File: src/common/csr_pkg.sv
`default_nettype none
package csr_pkg;
	// file addresses as the cpu drives them
	localparam logic [7:0] ADDR_WINDOW = 8'h00;
	localparam logic [7:0] ADDR_TIMER = 8'h01;
	localparam logic [7:0] ADDR_PCL = 8'h02;
	localparam logic [7:0] ADDR_STATUS = 8'h03;
	localparam logic [7:0] ADDR_FSR = 8'h04;
	localparam logic [7:0] ADDR_PORT_A_PINS = 8'h05;
	localparam logic [7:0] ADDR_PORT_B_PINS = 8'h06;
	localparam logic [7:0] ADDR_PROGRAM_COUNTER_HIGH_LATCH = 8'h0A;
	localparam logic [7:0] ADDR_INTERRUPT_CONTROL = 8'h0B;
	localparam logic [7:0] ADDR_PIR = 8'h0C;
	localparam logic [7:0] ADDR_COMPARATOR_CONTROL = 8'h1F;
	localparam logic [7:0] ADDR_OPTION = 8'h81;
	localparam logic [7:0] ADDR_PORT_A_DIRECTION = 8'h85;
	localparam logic [7:0] ADDR_PORT_B_DIRECTION = 8'h86;
	localparam logic [7:0] ADDR_PIE = 8'h8C;
	localparam logic [7:0] ADDR_POWER_RESET_STATUS = 8'h8E;
	localparam logic [7:0] ADDR_SERIAL_MEMORY_PIN_INTERFACE = 8'h90;
	localparam logic [7:0] ADDR_VOLTAGE_REFERENCE_CONTROL = 8'h9F;
	localparam int BANK_BIT = 7;

	// implemented bit masks
	localparam logic [7:0] MASK_PORT_A_PINS = 8'h1F;
	localparam logic [7:0] MASK_PROGRAM_COUNTER_HIGH_LATCH = 8'h1F;
	localparam logic [7:0] MASK_PIR = 8'h40;
	localparam logic [7:0] MASK_PIE = 8'h40;
	localparam logic [7:0] MASK_COMPARATOR_CONTROL = 8'hCF;
	localparam logic [7:0] WMASK_COMPARATOR_CONTROL = 8'h0F;
	localparam logic [7:0] MASK_POWER_RESET_STATUS = 8'h03;
	localparam logic [7:0] MASK_SERIAL_MEMORY_PIN_INTERFACE = 8'h07;
	localparam logic [7:0] MASK_VOLTAGE_REFERENCE_CONTROL = 8'hEF;
	localparam logic [7:0] WMASK_STATUS = 8'hE7;
	localparam logic [7:0] MASK_FLAGS = 8'h07;
	localparam logic [7:0] MASK_INTERRUPT_CONTROL_FLAGS = 8'h07;

	// register field positions
	localparam int ST_TO = 4;
	localparam int ST_PD = 3;
	localparam int CM_C2OUT = 7;
	localparam int CM_C1OUT = 6;
	localparam int PIR_CMIF = 6;
	localparam int POWER_RESET_STATUS_POR = 1;
	localparam int POWER_RESET_STATUS_BOR = 0;

	// power-up reset values, unknown bits taken as zero
	localparam logic [7:0] POR_STATUS = 8'h18;
	localparam logic [7:0] POR_ZERO = 8'h00;
	localparam logic [7:0] POR_ONES = 8'hFF;
	localparam logic [7:0] POR_PORT_A_DIRECTION = 8'h1F;
	localparam logic [7:0] POR_SERIAL_MEMORY_PIN_INTERFACE = 8'h07;

	// warm reset: bits kept across it, bits forced
	localparam logic [7:0] KEEP_STATUS = 8'h07;
	localparam logic [7:0] KEEP_PORT_A_PINS = 8'h10;
	localparam logic [7:0] KEEP_POWER_RESET_STATUS = 8'h02;
endpackage
`default_nettype wire

File: src/hdl/csr_bank.sv
// Notes on behaviour
// - unimplemented locations and bits read zero, ignore writes
// - power-up and warm resets load different values
// - static storage, holds without refresh
// - u keeps, x undefined, q follows cause
// - flag instructions override status flag writes
// - timeout and power-down flags not software writable
`timescale 1ns/100ps
`default_nettype none
module csr_bank
	import csr_pkg::*;
#(
	parameter int DATA_W = 8
) (
	input wire logic clock_i,
	input wire logic reset_i,
	input wire logic clk_en_i,
	input wire logic warm_reset_i,
	input wire logic warm_timeout_flag_i,
	input wire logic warm_power_down_flag_i,
	input wire logic warm_brownout_i,
	input wire logic [7:0] addr_i,
	input wire logic [DATA_W-1:0] wdata_i,
	input wire logic wr_i,
	input wire logic rd_i,
	input wire logic alu_flags_we_i,
	input wire logic [2:0] alu_flags_i,
	input wire logic sleep_enter_i,
	input wire logic watchdog_clear_i,
	input wire logic watchdog_timeout_i,
	input wire logic pc_low_load_i,
	input wire logic [7:0] pc_low_value_i,
	input wire logic timer_tick_i,
	input wire logic [2:0] interrupt_control_flag_set_i,
	input wire logic comparator_flag_set_i,
	input wire logic [1:0] comparator_out_i,
	output logic [DATA_W-1:0] read_data_o,
	output logic [7:0] indirect_pointer_o,
	output logic [7:0] program_counter_low_o,
	output logic [7:0] program_counter_high_latch_o,
	output logic [7:0] cpu_status_o,
	output logic [7:0] timer_zero_count_o,
	output logic [7:0] port_a_pins_o,
	output logic [7:0] port_b_pins_o,
	output logic [7:0] interrupt_control_o,
	output logic [7:0] peripheral_interrupt_flags_o,
	output logic [7:0] peripheral_interrupt_enables_o,
	output logic [7:0] comparator_control_o,
	output logic [7:0] timer_and_pullup_options_o,
	output logic [7:0] port_a_direction_o,
	output logic [7:0] port_b_direction_o,
	output logic [7:0] power_reset_status_o,
	output logic [7:0] serial_memory_pin_interface_o,
	output logic [7:0] voltage_reference_control_o
);

	initial begin
		if (DATA_W != 8) begin
			$error("csr_bank serves an 8-bit data path only");
		end
	end

	// maps a mirrored bank-one address onto its bank-zero twin
	function automatic logic [7:0] fold_addr(input logic [7:0] a);
		logic [7:0] low;
		low = {1'b0, a[6:0]};
		if (a[BANK_BIT] && (low == ADDR_WINDOW || low == ADDR_PCL || low == ADDR_STATUS ||
				low == ADDR_FSR || low == ADDR_PROGRAM_COUNTER_HIGH_LATCH || low == ADDR_INTERRUPT_CONTROL)) begin
			return low;
		end
		return a;
	endfunction

	// register state, flop per register
	logic [7:0] rdata_q, rdata_d;
	logic [7:0] timer_q, timer_d;
	logic [7:0] pcl_q, pcl_d;
	logic [7:0] status_q, status_d;
	logic [7:0] fsr_q, fsr_d;
	logic [7:0] port_a_pins_q, port_a_pins_d;
	logic [7:0] port_b_pins_q, port_b_pins_d;
	logic [7:0] program_counter_high_latch_q, program_counter_high_latch_d;
	logic [7:0] interrupt_control_q, interrupt_control_d;
	logic [7:0] pir_q, pir_d;
	logic [7:0] comparator_control_q, comparator_control_d;
	logic [7:0] option_q, option_d;
	logic [7:0] port_a_direction_q, port_a_direction_d;
	logic [7:0] port_b_direction_q, port_b_direction_d;
	logic [7:0] pie_q, pie_d;
	logic [7:0] power_reset_status_q, power_reset_status_d;
	logic [7:0] serial_memory_pin_interface_q, serial_memory_pin_interface_d;
	logic [7:0] voltage_reference_control_q, voltage_reference_control_d;

	// comparator outputs come from the analog side, three-stage sync
	logic [1:0] cmp_s1_q, cmp_s2_q, cmp_s3_q, cmp_q;
	logic [1:0] cmp_s1_d, cmp_s2_d, cmp_s3_d, cmp_d;

	logic [7:0] addr_f;
	logic wr_hit;
	assign addr_f = fold_addr(addr_i);
	assign wr_hit = wr_i;

	// comparator synchroniser next state
	always_comb begin
		cmp_s1_d = comparator_out_i;
		cmp_s2_d = cmp_s1_q;
		cmp_s3_d = cmp_s2_q;
		cmp_d = cmp_q;
		for (int i = 0; i < 2; i++) begin
			if (cmp_s2_q[i] == cmp_s3_q[i]) begin
				cmp_d[i] = cmp_s3_q[i];
			end
		end
	end

	// read path, answer in the cycle after the strobe
	always_comb begin
		rdata_d = 8'h00;
		if (rd_i) begin
			unique case (fold_addr(addr_i))
				ADDR_TIMER: rdata_d = timer_q;
				ADDR_PCL: rdata_d = pcl_q;
				ADDR_STATUS: rdata_d = status_q;
				ADDR_FSR: rdata_d = fsr_q;
				ADDR_PORT_A_PINS: rdata_d = port_a_pins_q & MASK_PORT_A_PINS;
				ADDR_PORT_B_PINS: rdata_d = port_b_pins_q;
				ADDR_PROGRAM_COUNTER_HIGH_LATCH: rdata_d = program_counter_high_latch_q & MASK_PROGRAM_COUNTER_HIGH_LATCH;
				ADDR_INTERRUPT_CONTROL: rdata_d = interrupt_control_q;
				ADDR_PIR: rdata_d = pir_q & MASK_PIR;
				ADDR_COMPARATOR_CONTROL: rdata_d = comparator_control_q & MASK_COMPARATOR_CONTROL;
				ADDR_OPTION: rdata_d = option_q;
				ADDR_PORT_A_DIRECTION: rdata_d = port_a_direction_q & MASK_PORT_A_PINS;
				ADDR_PORT_B_DIRECTION: rdata_d = port_b_direction_q;
				ADDR_PIE: rdata_d = pie_q & MASK_PIE;
				ADDR_POWER_RESET_STATUS: rdata_d = power_reset_status_q & MASK_POWER_RESET_STATUS;
				ADDR_SERIAL_MEMORY_PIN_INTERFACE: rdata_d = serial_memory_pin_interface_q & MASK_SERIAL_MEMORY_PIN_INTERFACE;
				ADDR_VOLTAGE_REFERENCE_CONTROL: rdata_d = voltage_reference_control_q & MASK_VOLTAGE_REFERENCE_CONTROL;
				default: rdata_d = 8'h00;
			endcase
		end
	end

	// register next values: warm reset, bus writes, then hardware events
	always_comb begin
		timer_d = timer_q;
		pcl_d = pcl_q;
		status_d = status_q;
		fsr_d = fsr_q;
		port_a_pins_d = port_a_pins_q;
		port_b_pins_d = port_b_pins_q;
		program_counter_high_latch_d = program_counter_high_latch_q;
		interrupt_control_d = interrupt_control_q;
		pir_d = pir_q;
		comparator_control_d = comparator_control_q;
		option_d = option_q;
		port_a_direction_d = port_a_direction_q;
		port_b_direction_d = port_b_direction_q;
		pie_d = pie_q;
		power_reset_status_d = power_reset_status_q;
		serial_memory_pin_interface_d = serial_memory_pin_interface_q;
		voltage_reference_control_d = voltage_reference_control_q;
		if (warm_reset_i) begin
			// non power-up reset values
			pcl_d = POR_ZERO;
			status_d = status_q & KEEP_STATUS;
			status_d[ST_TO] = warm_timeout_flag_i;
			status_d[ST_PD] = warm_power_down_flag_i;
			port_a_pins_d = port_a_pins_q & KEEP_PORT_A_PINS;
			program_counter_high_latch_d = POR_ZERO;
			interrupt_control_d = POR_ZERO;
			pir_d = POR_ZERO;
			comparator_control_d = POR_ZERO;
			option_d = POR_ONES;
			port_a_direction_d = POR_PORT_A_DIRECTION;
			port_b_direction_d = POR_ONES;
			pie_d = POR_ZERO;
			power_reset_status_d = power_reset_status_q & KEEP_POWER_RESET_STATUS;
			power_reset_status_d[POWER_RESET_STATUS_BOR] = warm_brownout_i;
			voltage_reference_control_d = POR_ZERO;
		end else begin
			if (wr_hit) begin
				unique case (addr_f)
					ADDR_TIMER: timer_d = wdata_i;
					ADDR_PCL: pcl_d = wdata_i;
					ADDR_STATUS: begin
						// timeout and power-down bits stay put
						status_d = (status_q & ~WMASK_STATUS) | (wdata_i & WMASK_STATUS);
					end
					ADDR_FSR: fsr_d = wdata_i;
					ADDR_PORT_A_PINS: port_a_pins_d = wdata_i & MASK_PORT_A_PINS;
					ADDR_PORT_B_PINS: port_b_pins_d = wdata_i;
					ADDR_PROGRAM_COUNTER_HIGH_LATCH: program_counter_high_latch_d = wdata_i & MASK_PROGRAM_COUNTER_HIGH_LATCH;
					ADDR_INTERRUPT_CONTROL: interrupt_control_d = wdata_i;
					ADDR_PIR: pir_d = wdata_i & MASK_PIR;
					ADDR_COMPARATOR_CONTROL: comparator_control_d = (comparator_control_q & ~WMASK_COMPARATOR_CONTROL) | (wdata_i & WMASK_COMPARATOR_CONTROL);
					ADDR_OPTION: option_d = wdata_i;
					ADDR_PORT_A_DIRECTION: port_a_direction_d = wdata_i & MASK_PORT_A_PINS;
					ADDR_PORT_B_DIRECTION: port_b_direction_d = wdata_i;
					ADDR_PIE: pie_d = wdata_i & MASK_PIE;
					ADDR_POWER_RESET_STATUS: power_reset_status_d = wdata_i & MASK_POWER_RESET_STATUS;
					ADDR_SERIAL_MEMORY_PIN_INTERFACE: serial_memory_pin_interface_d = wdata_i & MASK_SERIAL_MEMORY_PIN_INTERFACE;
					ADDR_VOLTAGE_REFERENCE_CONTROL: voltage_reference_control_d = wdata_i & MASK_VOLTAGE_REFERENCE_CONTROL;
					default: ;
				endcase
			end
			// timer counts only when software does not load it
			if (timer_tick_i && !(wr_hit && addr_f == ADDR_TIMER)) begin
				timer_d = 8'(timer_q + 8'h01);
			end
			// cpu program counter update beats a bus write
			if (pc_low_load_i) begin
				pcl_d = pc_low_value_i;
			end
			// alu result flags replace the written ones
			if (alu_flags_we_i) begin
				status_d = (status_d & ~MASK_FLAGS) | {5'h00, alu_flags_i};
			end
			// outside resets, only sleep and watchdog logic move timeout and power-down
			if (watchdog_clear_i) begin
				status_d[ST_TO] = 1'b1;
				status_d[ST_PD] = 1'b1;
			end
			if (sleep_enter_i) begin
				status_d[ST_TO] = 1'b1;
				status_d[ST_PD] = 1'b0;
			end
			if (watchdog_timeout_i) begin
				status_d[ST_TO] = 1'b0;
			end
			// hardware flag set wins over a software clear
			interrupt_control_d = interrupt_control_d | {5'h00, interrupt_control_flag_set_i & MASK_INTERRUPT_CONTROL_FLAGS[2:0]};
			if (comparator_flag_set_i) begin
				pir_d[PIR_CMIF] = 1'b1;
			end
			// comparator outputs are read-only status
			comparator_control_d[CM_C2OUT] = cmp_q[1];
			comparator_control_d[CM_C1OUT] = cmp_q[0];
		end
	end

	// static storage, power-up values on async reset
	always_ff @(posedge clock_i or posedge reset_i) begin
		if (reset_i) begin
			rdata_q <= POR_ZERO;
			timer_q <= POR_ZERO;
			pcl_q <= POR_ZERO;
			status_q <= POR_STATUS;
			fsr_q <= POR_ZERO;
			port_a_pins_q <= POR_ZERO;
			port_b_pins_q <= POR_ZERO;
			program_counter_high_latch_q <= POR_ZERO;
			interrupt_control_q <= POR_ZERO;
			pir_q <= POR_ZERO;
			comparator_control_q <= POR_ZERO;
			option_q <= POR_ONES;
			port_a_direction_q <= POR_PORT_A_DIRECTION;
			port_b_direction_q <= POR_ONES;
			pie_q <= POR_ZERO;
			power_reset_status_q <= POR_ZERO;
			serial_memory_pin_interface_q <= POR_SERIAL_MEMORY_PIN_INTERFACE;
			voltage_reference_control_q <= POR_ZERO;
			cmp_s1_q <= 2'h0;
			cmp_s2_q <= 2'h0;
			cmp_s3_q <= 2'h0;
			cmp_q <= 2'h0;
		end else if (clk_en_i) begin
			// contents held indefinitely between accesses
			rdata_q <= rdata_d;
			timer_q <= timer_d;
			pcl_q <= pcl_d;
			status_q <= status_d;
			fsr_q <= fsr_d;
			port_a_pins_q <= port_a_pins_d;
			port_b_pins_q <= port_b_pins_d;
			program_counter_high_latch_q <= program_counter_high_latch_d;
			interrupt_control_q <= interrupt_control_d;
			pir_q <= pir_d;
			comparator_control_q <= comparator_control_d;
			option_q <= option_d;
			port_a_direction_q <= port_a_direction_d;
			port_b_direction_q <= port_b_direction_d;
			pie_q <= pie_d;
			power_reset_status_q <= power_reset_status_d;
			serial_memory_pin_interface_q <= serial_memory_pin_interface_d;
			voltage_reference_control_q <= voltage_reference_control_d;
			cmp_s1_q <= cmp_s1_d;
			cmp_s2_q <= cmp_s2_d;
			cmp_s3_q <= cmp_s3_d;
			cmp_q <= cmp_d;
		end
	end

	// outputs straight from the register flops
	assign read_data_o = rdata_q;
	assign indirect_pointer_o = fsr_q;
	assign program_counter_low_o = pcl_q;
	assign program_counter_high_latch_o = program_counter_high_latch_q;
	assign cpu_status_o = status_q;
	assign timer_zero_count_o = timer_q;
	assign port_a_pins_o = port_a_pins_q;
	assign port_b_pins_o = port_b_pins_q;
	assign interrupt_control_o = interrupt_control_q;
	assign peripheral_interrupt_flags_o = pir_q;
	assign peripheral_interrupt_enables_o = pie_q;
	assign comparator_control_o = comparator_control_q;
	assign timer_and_pullup_options_o = option_q;
	assign port_a_direction_o = port_a_direction_q;
	assign port_b_direction_o = port_b_direction_q;
	assign power_reset_status_o = power_reset_status_q;
	assign serial_memory_pin_interface_o = serial_memory_pin_interface_q;
	assign voltage_reference_control_o = voltage_reference_control_q;

endmodule
`default_nettype wire
File: config.mk
export PLATFORM = sky130hd
export DESIGN_NAME = csr_bank
export DESIGN_NICKNAME = d
export VERILOG_FILES = /design/src/common/csr_pkg.sv /design/src/hdl/csr_bank.sv
export SDC_FILE = /design/constraint.sdc
export NUM_CORES = 1
export LEC_CHECK = 0
export ABC_AREA = 1
export BUFFER_PORTS_ARGS = -buffer_cell sky130_fd_sc_hd__buf_2
export CAP_MARGIN = 20
export CORE_UTILIZATION = 30
export CTS_BUF_LIST = sky130_fd_sc_hd__clkbuf_4
export CTS_CLUSTER_SIZE = 14
export DETAILED_ROUTE_END_ITERATION = 7
export PLACE_DENSITY = 0.5
export SLEW_MARGIN = 20
export SYNTH_ARGS = -nofsm -noshare
export SYNTH_HDL_FRONTEND = slang
export SYNTH_SLANG_ARGS = --single-unit
File: constraint.sdc
create_clock -name clock_i -period 4.65 [get_ports clock_i]
set_input_delay 0.465 -clock clock_i [delete_from_list [all_inputs] [get_ports clock_i]]
set_output_delay 0.465 -clock clock_i [all_outputs]
set_load 0.005 [all_outputs]
# --- Word-level counts from Yosys, hierarchy flattened ---
# Cells that the tools add are included.
# W data, S select, Z words.
op_classes:
  addsub: 1
  n_reduce_logical: 50
  mux: 58
  bitwise_logic: 5
  n_eq_ne: 41
ops:
  columns: ["cell", "n"]
  rows:
  - ["$mux W8", 49]
  - ["$pmux W8 S17", 1]
  - ["$eq A8 B8 Y1 const B", 14]
  - ["$eq A8 B3 Y1 const B", 6]
  - ["$eq A8 B4 Y1 const B", 6]
  - ["$reduce_and A3 Y1", 12]
  - ["$eq A8 B2 Y1 const B", 4]
  - ["$reduce_and A4 Y1", 7]
  - ["$reduce_bool A2 Y1", 13]
  - ["$reduce_bool A3 Y1", 6]
  - ["$eq A8 B1 Y1 const B", 2]
  - ["$eq A8 B5 Y1 const B", 2]
  - ["$or A8 B3 Y8", 2]
  - ["$eq A7 B2 Y1 const B", 2]
  - ["$eq A7 B4 Y1 const B", 2]
  - ["$mux W6", 2]
  - ["$add A8 B1 Y8 const B", 1]
  - ["$or A5 B8 Y8", 1]
  - ["$eq A7 B3 Y1 const B", 1]
  - ["$logic_not A7 Y1", 1]
  - ["$or A6 B4 Y6", 1]
  - ["$logic_or A1 B1 Y1", 5]
  - ["$mux W1", 4]
  - ["$mux W2", 2]
  - ["5 further kinds", 9]
totals:
  reg_bits: 147
  out_inout_bits: 144
  in_bits: 48
  elab_cells: 183

# --- Depth between registers and ports, before layout ---
logic_depth:
  ltp_word: 19
  ltp_mapped: 13
  depth_no_buf: 13

# --- Worst setup path after synthesis ---
# OpenSTA, ideal clock, no wires.
synth_timing:
  path_kind: "input port to flip-flop"
  from: "input addr_i[5]"
  to: "register interrupt_control_q[6] (netlist: interrupt_control_o[6])"
  n_path_buf: 0
  t_required_ns: 4.516
  setup_slack_ns: 2.966
  cell_stages: 10
  setup_time_ns: 0.134
  arrival_ns: 1.550
  cell_sequence: "inv_1 nand3_2 inv_2 nand2_1 nor2_1 inv_2 a21oi_2 inv_1 nand2_1 o31ai_1"
synth_via:
  elab_chain_len: 15
  elab_cells_between_ends: 21
synth_rtl:
  columns: ["element", "line", "source"]
  rows:
  - ["from (decl)", "csr_bank.sv:22", "input wire logic [7:0] addr_i,"]
  - ["$eq A7 B2 Y1 / $logic_not A7 Y1 (equally long branches)", "csr_bank.sv:67", "if (a[BANK_BIT] && (low == ADDR_WINDOW || low == ADDR_PCL || low == ADDR_STATUS ||"]
  - ["$logic_or A1 B1 Y1 (3 in a row)", "csr_bank.sv:67", null]
  - ["$logic_or A1 B1 Y1 (2 in a row)", "csr_bank.sv:68", "low == ADDR_FSR || low == ADDR_PROGRAM_COUNTER_HIGH_LATCH || low == ADDR_INTERRUPT_CONTROL)) begin"]
  - ["$logic_and A1 B1 Y1", "csr_bank.sv:67", null]
  - ["$mux W1", "csr_bank.sv:67", null]
  - ["$mux W8 (*)", "csr_bank.sv:71", "return a;"]
  - ["$eq A8 B4 Y1 (*)", "csr_bank.sv:182", "unique case (addr_f)"]
  - ["$mux W8 (*)", "csr_bank.sv:182", null]
  - ["$mux W8 (*)", "csr_bank.sv:181", "if (wr_hit) begin"]
  - ["$mux W8 (*)", "csr_bank.sv:162", "if (warm_reset_i) begin"]
  - ["$or A8 B3 Y8 (*)", "csr_bank.sv:231", "interrupt_control_d = interrupt_control_d | {5'h00, interrupt_control_flag_set_i & MASK_INTERRUPT_CONTROL_FLAG ..."]
  - ["$mux W8 (*)", "csr_bank.sv:162", null]
  - ["to (signal assigned)", "csr_bank.sv:276", "interrupt_control_q <= interrupt_control_d;"]
  - ["to (decl)", "csr_bank.sv:83", "logic [7:0] interrupt_control_q, interrupt_control_d;"]
# Mark *: on every way between the ends. The rest lies on a longest branch, timed or not. The select of a mux whose other input is x is not followed.
# A chain may end at the register's enable or synchronous reset.

# --- Worst setup path after layout ---
layout_timing:
  from: "input addr_i[5]"
  to: "register timer_q[5] (netlist: timer_zero_count_o[5])"
layout_via:
  elab_chain_len: 15
  elab_cells_between_ends: 23
layout_rtl:
  columns: ["element", "line", "source"]
  rows:
  - ["$eq A7 B2 Y1 / $logic_not A7 Y1 (equally long branches)", "csr_bank.sv:67", null]
  - ["$logic_or A1 B1 Y1 (3 in a row)", "csr_bank.sv:67", null]
  - ["$logic_or A1 B1 Y1 (2 in a row)", "csr_bank.sv:68", null]
  - ["$logic_and A1 B1 Y1", "csr_bank.sv:67", null]
  - ["$mux W1", "csr_bank.sv:67", null]
  - ["$mux W8 (*)", "csr_bank.sv:71", null]
  - ["$eq A8 B1 Y1 (*)", "csr_bank.sv:182, csr_bank.sv:207", null]
  - ["$logic_and A1 B1 Y1", "csr_bank.sv:207", "if (timer_tick_i && !(wr_hit && addr_f == ADDR_TIMER)) begin"]
  - ["$logic_not A1 Y1", "csr_bank.sv:207", null]
  - ["$logic_and A1 B1 Y1", "csr_bank.sv:207", null]
  - ["$reduce_bool A2 Y1 (no source line)", null, null]
  - ["$reduce_and A4 Y1 (no source line)", null, null]
  - ["to (signal assigned)", "csr_bank.sv:269", "timer_q <= timer_d;"]
  - ["to (decl)", "csr_bank.sv:76", "logic [7:0] timer_q, timer_d;"]
# Marks and branches as above.

==> impl_metrics.prom <==
# TYPE chip_impl_metric gauge
chip_impl_info{name="outcome",value="complete, no violations"} 1
chip_impl_metric{name="worst_path_largest_cell_delay",unit="ns"} 0.83
chip_impl_metric{name="global_route.overflow_total",unit=""} 0
chip_impl_metric{name="pin_count",unit=""} 192
chip_impl_metric{name="core_area",unit="um2"} 20400
chip_impl_info{name="mostFrequentLayoutCell",value="sky130_fd_sc_hd__nand2_1"} 1
chip_impl_metric{name="grt_start_max_net_pins",unit=""} 72
chip_impl_info{name="worstSetupStartpointType",value="input pin"} 1
chip_impl_metric{name="setup-violations-final",unit=""} 0
chip_impl_metric{name="design.final.nets",unit=""} 1023
chip_impl_metric{name="synth-seq-area-share",unit=""} 0.461
chip_impl_info{name="worstReg2RegEnd",value="timer_zero_count_o[6]$_DFFE_PP0P_"} 1
chip_impl_metric{name="post_cts.resized_instances",unit=""} 0
chip_impl_info{name="cts_tree",value="yes"} 1
chip_impl_info{name="timing.critical_path.to_type",value="register"} 1
chip_impl_metric{name="number_of_routed_nets_with_antenna_violations",unit=""} 0
chip_impl_metric{name="grt_pass1_wl",unit="um"} 35000
chip_impl_metric{name="post_synth_inst_count",unit=""} 818
chip_impl_info{name="crit_chain",value="buf_2 > inv_1 > nand3_2 > a31oi_2 > nand3_2 > nand2_2 > inv_1 > o21ai_0 > o22ai_1"} 1
chip_impl_metric{name="routed_wire_length_per_instance",unit="um"} 18.5
chip_impl_info{name="crit_path_top_delay_cell",value="sky130_fd_sc_hd__a31oi_2"} 1
chip_impl_metric{name="ir_worst_vdd",unit="mV"} 0.168
chip_impl_metric{name="cts.clk_slew.worst_paths",unit="ns"} 0.12
chip_impl_metric{name="dp.final_hpwl",unit="um"} 17900
chip_impl_metric{name="ctsHoldBuffers",unit=""} 0
chip_impl_metric{name="routability_congestion_estimate",unit=""} 0.873
chip_impl_metric{name="yosys_warn_count",unit=""} 0
chip_impl_metric{name="power.leakage",unit="uW"} 0.00389
chip_impl_metric{name="synth_area",unit="um2"} 6310
chip_impl_metric{name="cts_post_setup_buffers_inserted",unit=""} 0
chip_impl_metric{name="numCtsBuffers",unit=""} 17
chip_impl_metric{name="r2r_slack",unit="ns"} 3.09
chip_impl_metric{name="die_width",unit="um"} 147
chip_impl_metric{name="global_route.usage.total",unit=""} 0.221
chip_impl_metric{name="final_wirelength",unit="um"} 23300
chip_impl_metric{name="drt_pass1_iterations",unit=""} 5
chip_impl_metric{name="final.period_utilization",unit=""} 0.470
chip_impl_metric{name="numPortBuffers",unit=""} 154
chip_impl_metric{name="post_synth_num_cell_types",unit=""} 40
chip_impl_metric{name="floorplan.initialDensity",unit=""} 0.309
chip_impl_metric{name="first_global_vias",unit=""} 5776
chip_impl_metric{name="postLayoutSetupSlackWorst",unit="ns"} 2.46
chip_impl_metric{name="worst_pin_slew",unit="ns"} 0.993
chip_impl_metric{name="fp.dieArea",unit="um2"} 21600
chip_impl_info{name="hold_class",value="input pin to async pin"} 1
chip_impl_metric{name="timing.slew.headroom",unit=""} 0.336
chip_impl_metric{name="detail_route.drc_violations",unit=""} 0
chip_impl_metric{name="dr_total_vias",unit=""} 6206
chip_impl_metric{name="worstPathRequired",unit="ns"} 5.11
chip_impl_info{name="worst_setup_path_category",value="input pin to register"} 1
chip_impl_metric{name="async_reset_ff_frac",unit=""} 1.00
chip_impl_info{name="dominantRegCellSynth",value="sky130_fd_sc_hd__dfrtp_1"} 1
chip_impl_metric{name="maxSlewViolCount",unit=""} 0
chip_impl_metric{name="layout-drive-gt1-share",unit=""} 0.252
chip_impl_metric{name="final_design_instance_area_without_fill",unit="um2"} 7490
chip_impl_metric{name="total_power_per_unit_cell_area",unit="nW/um2"} 316
chip_impl_metric{name="max_clock_freq",unit="MHz"} 458
chip_impl_metric{name="finalCriticalPeriod",unit="ns"} 2.19
chip_impl_metric{name="clkLatencyLatePin",unit="ns"} 0.57
chip_impl_metric{name="postSynthAreaPerCell",unit="um2"} 7.72
chip_impl_metric{name="crit_path_max_fanout",unit=""} 20
chip_impl_metric{name="synth-edff-count",unit=""} 0
chip_impl_metric{name="drv.max_cap_violation_count",unit=""} 0
chip_impl_metric{name="pre_cts_worst_setup_slack",unit="ns"} 1.91
chip_impl_info{name="mostFrequentLayoutCells",value="195 x sky130_fd_sc_hd__nand2_1, 154 x sky130_fd_sc_hd__buf_2, 89 x sky130_fd_sc_hd__dfrtp_1"} 1
chip_impl_metric{name="worst-endpoint-arrival",unit="ns"} 2.64
chip_impl_metric{name="detailedRoute.firstIterationViolations",unit=""} 463
chip_impl_metric{name="rows",unit=""} 52
chip_impl_metric{name="postSynthRegisterBits",unit=""} 115
chip_impl_metric{name="area_growth_syn_to_layout",unit="%"} 18.5
chip_impl_metric{name="clk_skew",unit="ns"} 0.0193
chip_impl_metric{name="antenna_found_initial",unit=""} 3
chip_impl_metric{name="cts_max_path_buffers",unit=""} 2
chip_impl_metric{name="place_area",unit="um2"} 7200
chip_impl_metric{name="fin_util",unit=""} 0.366
chip_impl_metric{name="die_y",unit="um"} 147
chip_impl_metric{name="filler_cell_count",unit=""} 2221
chip_impl_info{name="worst_r2r_startpoint",value="timer_zero_count_o[1]$_DFFE_PP0P_"} 1
chip_impl_metric{name="totalNegativeSetupSlack",unit="ns"} 0
chip_impl_info{name="clk_root_buf",value="sky130_fd_sc_hd__clkbuf_4"} 1
chip_impl_metric{name="clock_tree.htree_level_count",unit=""} 4
chip_impl_metric{name="worstRegToRegCells",unit=""} 8
chip_impl_metric{name="hold_viol_final",unit=""} 0
chip_impl_metric{name="vias_per_cell",unit=""} 4.93
chip_impl_metric{name="clock-sinks",unit=""} 115
chip_impl_info{name="rsz_0062_raised_after_global_routing",value="no"} 1
cells in the mapped netlist (4+ instances only):
library cell,n,area share
sky130_fd_sc_hd__inv_1,84,0.050
sky130_fd_sc_hd__inv_2,9,0.0053
sky130_fd_sc_hd__o21ai_1,27,0.021
sky130_fd_sc_hd__buf_4,42,0.050
sky130_fd_sc_hd__o211ai_1,13,0.015
sky130_fd_sc_hd__nand2_1,195,0.12
sky130_fd_sc_hd__nor2_1,84,0.050
sky130_fd_sc_hd__xor2_1,4,0.0055
sky130_fd_sc_hd__o21ai_0,64,0.051
sky130_fd_sc_hd__a211oi_1,4,0.0048
sky130_fd_sc_hd__nand3_1,62,0.049
sky130_fd_sc_hd__nor2_2,8,0.0079
sky130_fd_sc_hd__clkbuf_1,9,0.0053
sky130_fd_sc_hd__dfrtp_1,89,0.35
sky130_fd_sc_hd__a21oi_1,25,0.020
sky130_fd_sc_hd__o22ai_1,13,0.013
sky130_fd_sc_hd__dfstp_2,26,0.11
sky130_fd_sc_hd__buf_2,4,0.0032
sky130_fd_sc_hd__a31oi_1,10,0.0099
sky130_fd_sc_hd__nand4_1,11,0.011
kinds of logic (layout without fill, tap and decap cells):
| kind of cell | count (synthesis) | in the layout | synth area share |
|---|---|---|---|
| AND/OR/NAND/NOR | 381 | 381 | 0.263 |
| AO/OA/AOI/OAI | 165 | 165 | 0.152 |
| buffers and inverters | 150 | 283 | 0.115 |
| flip-flops | 115 | 115 | 0.461 |
| XOR/XNOR | 4 | 4 | 0.00555 |
| adder cells (fa/ha/maj) | 1 | 1 | 0.00198 |
| other | 1 | 39 | 0.000594 |
| multiplexers | 1 | 1 | 0.00159 |
final cells by class:
class | count | area [um2] | share of cell area
Clock inverter | 15 | 135 | 0.0181
Sequential cell | 115 | 2910 | 0.389
Timing Repair Buffer | 157 | 801 | 0.107
Clock buffer | 17 | 128 | 0.0170
Multi-Input combinational cell | 589 | 2810 | 0.376
Tap cell | 270 | 338 | 0.0451
Antenna cell | 2 | 5.00 | 0.000669
Inverter | 94 | 355 | 0.0475
worst max-delay path: cells and delay by family:
kind	cells	cell delay [ns]
AO/OA/AOI/OAI	3	1.13
AND/OR/NAND/NOR	3	0.68
buffers and inverters	3	0.36
sequential cells by signal, summed over array words and instances, names as in the netlist:
register / cells
voltage_reference_control_o: 7
port_a_pins_o: 5
comparator_control_o: 6
serial_memory_pin_interface_o: 3
program_counter_high_latch_o: 5
interrupt_control_o: 8
port_b_pins_o: 8
program_counter_low_o: 8
power_reset_status_o: 2
port_b_direction_o: 8
timer_and_pullup_options_o: 8
cpu_status_o: 8
cmp_s1_q: 2
indirect_pointer_o: 8
peripheral_interrupt_enables_o: 1
cmp_s3_q: 2
timer_zero_count_o: 8
port_a_direction_o: 5
cmp_q: 2
read_data_o: 8
peripheral_interrupt_flags_o: 1
cmp_s2_q: 2
metrics by stage:
stage	cells	hold WS (ns)	total power, uW
floorplan	854	0.442	1460
global placement	1224	0.467	1660
detailed placement	1224	0.464	1670
CTS	1256	0.0566	2390
global route	1258	0.0674	2490
finish	1259	0.0545	2370
how the worst max path moves through the flow:
stage	from	to	slack, ns	cells after the start
2_1_floorplan	reset_i	cmp_q[0]$_DFFE_PP0P_	1.18	1
5_1_grt	addr_i[5]	timer_zero_count_o[5]$_DFFE_PP0P_	2.31	9
3_5_place_dp	addr_i[5]	timer_zero_count_o[6]$_DFFE_PP0P_	1.91	8
3_3_place_gp	addr_i[5]	timer_zero_count_o[5]$_DFFE_PP0P_	1.99	9
6_report	addr_i[5]	timer_zero_count_o[5]$_DFFE_PP0P_	2.46	9
4_1_cts	addr_i[5]	timer_zero_count_o[6]$_DFFE_PP0P_	2.54	8
routing by layer:
layer	vias up	part of all wire	global-route usage
met1	2954	0.46	0.302
met4	2	0.020	0.0768
met5	-	0.00034	0
li1	2963	-	-
met2	256	0.46	0.346
met3	31	0.066	0.0453
power breakdown:
part,switching [uW],internal (uW)
clock network,454,267
registers,109,1120
logic,257,156
No activity file was read; power rests on OpenSTA's default activity.
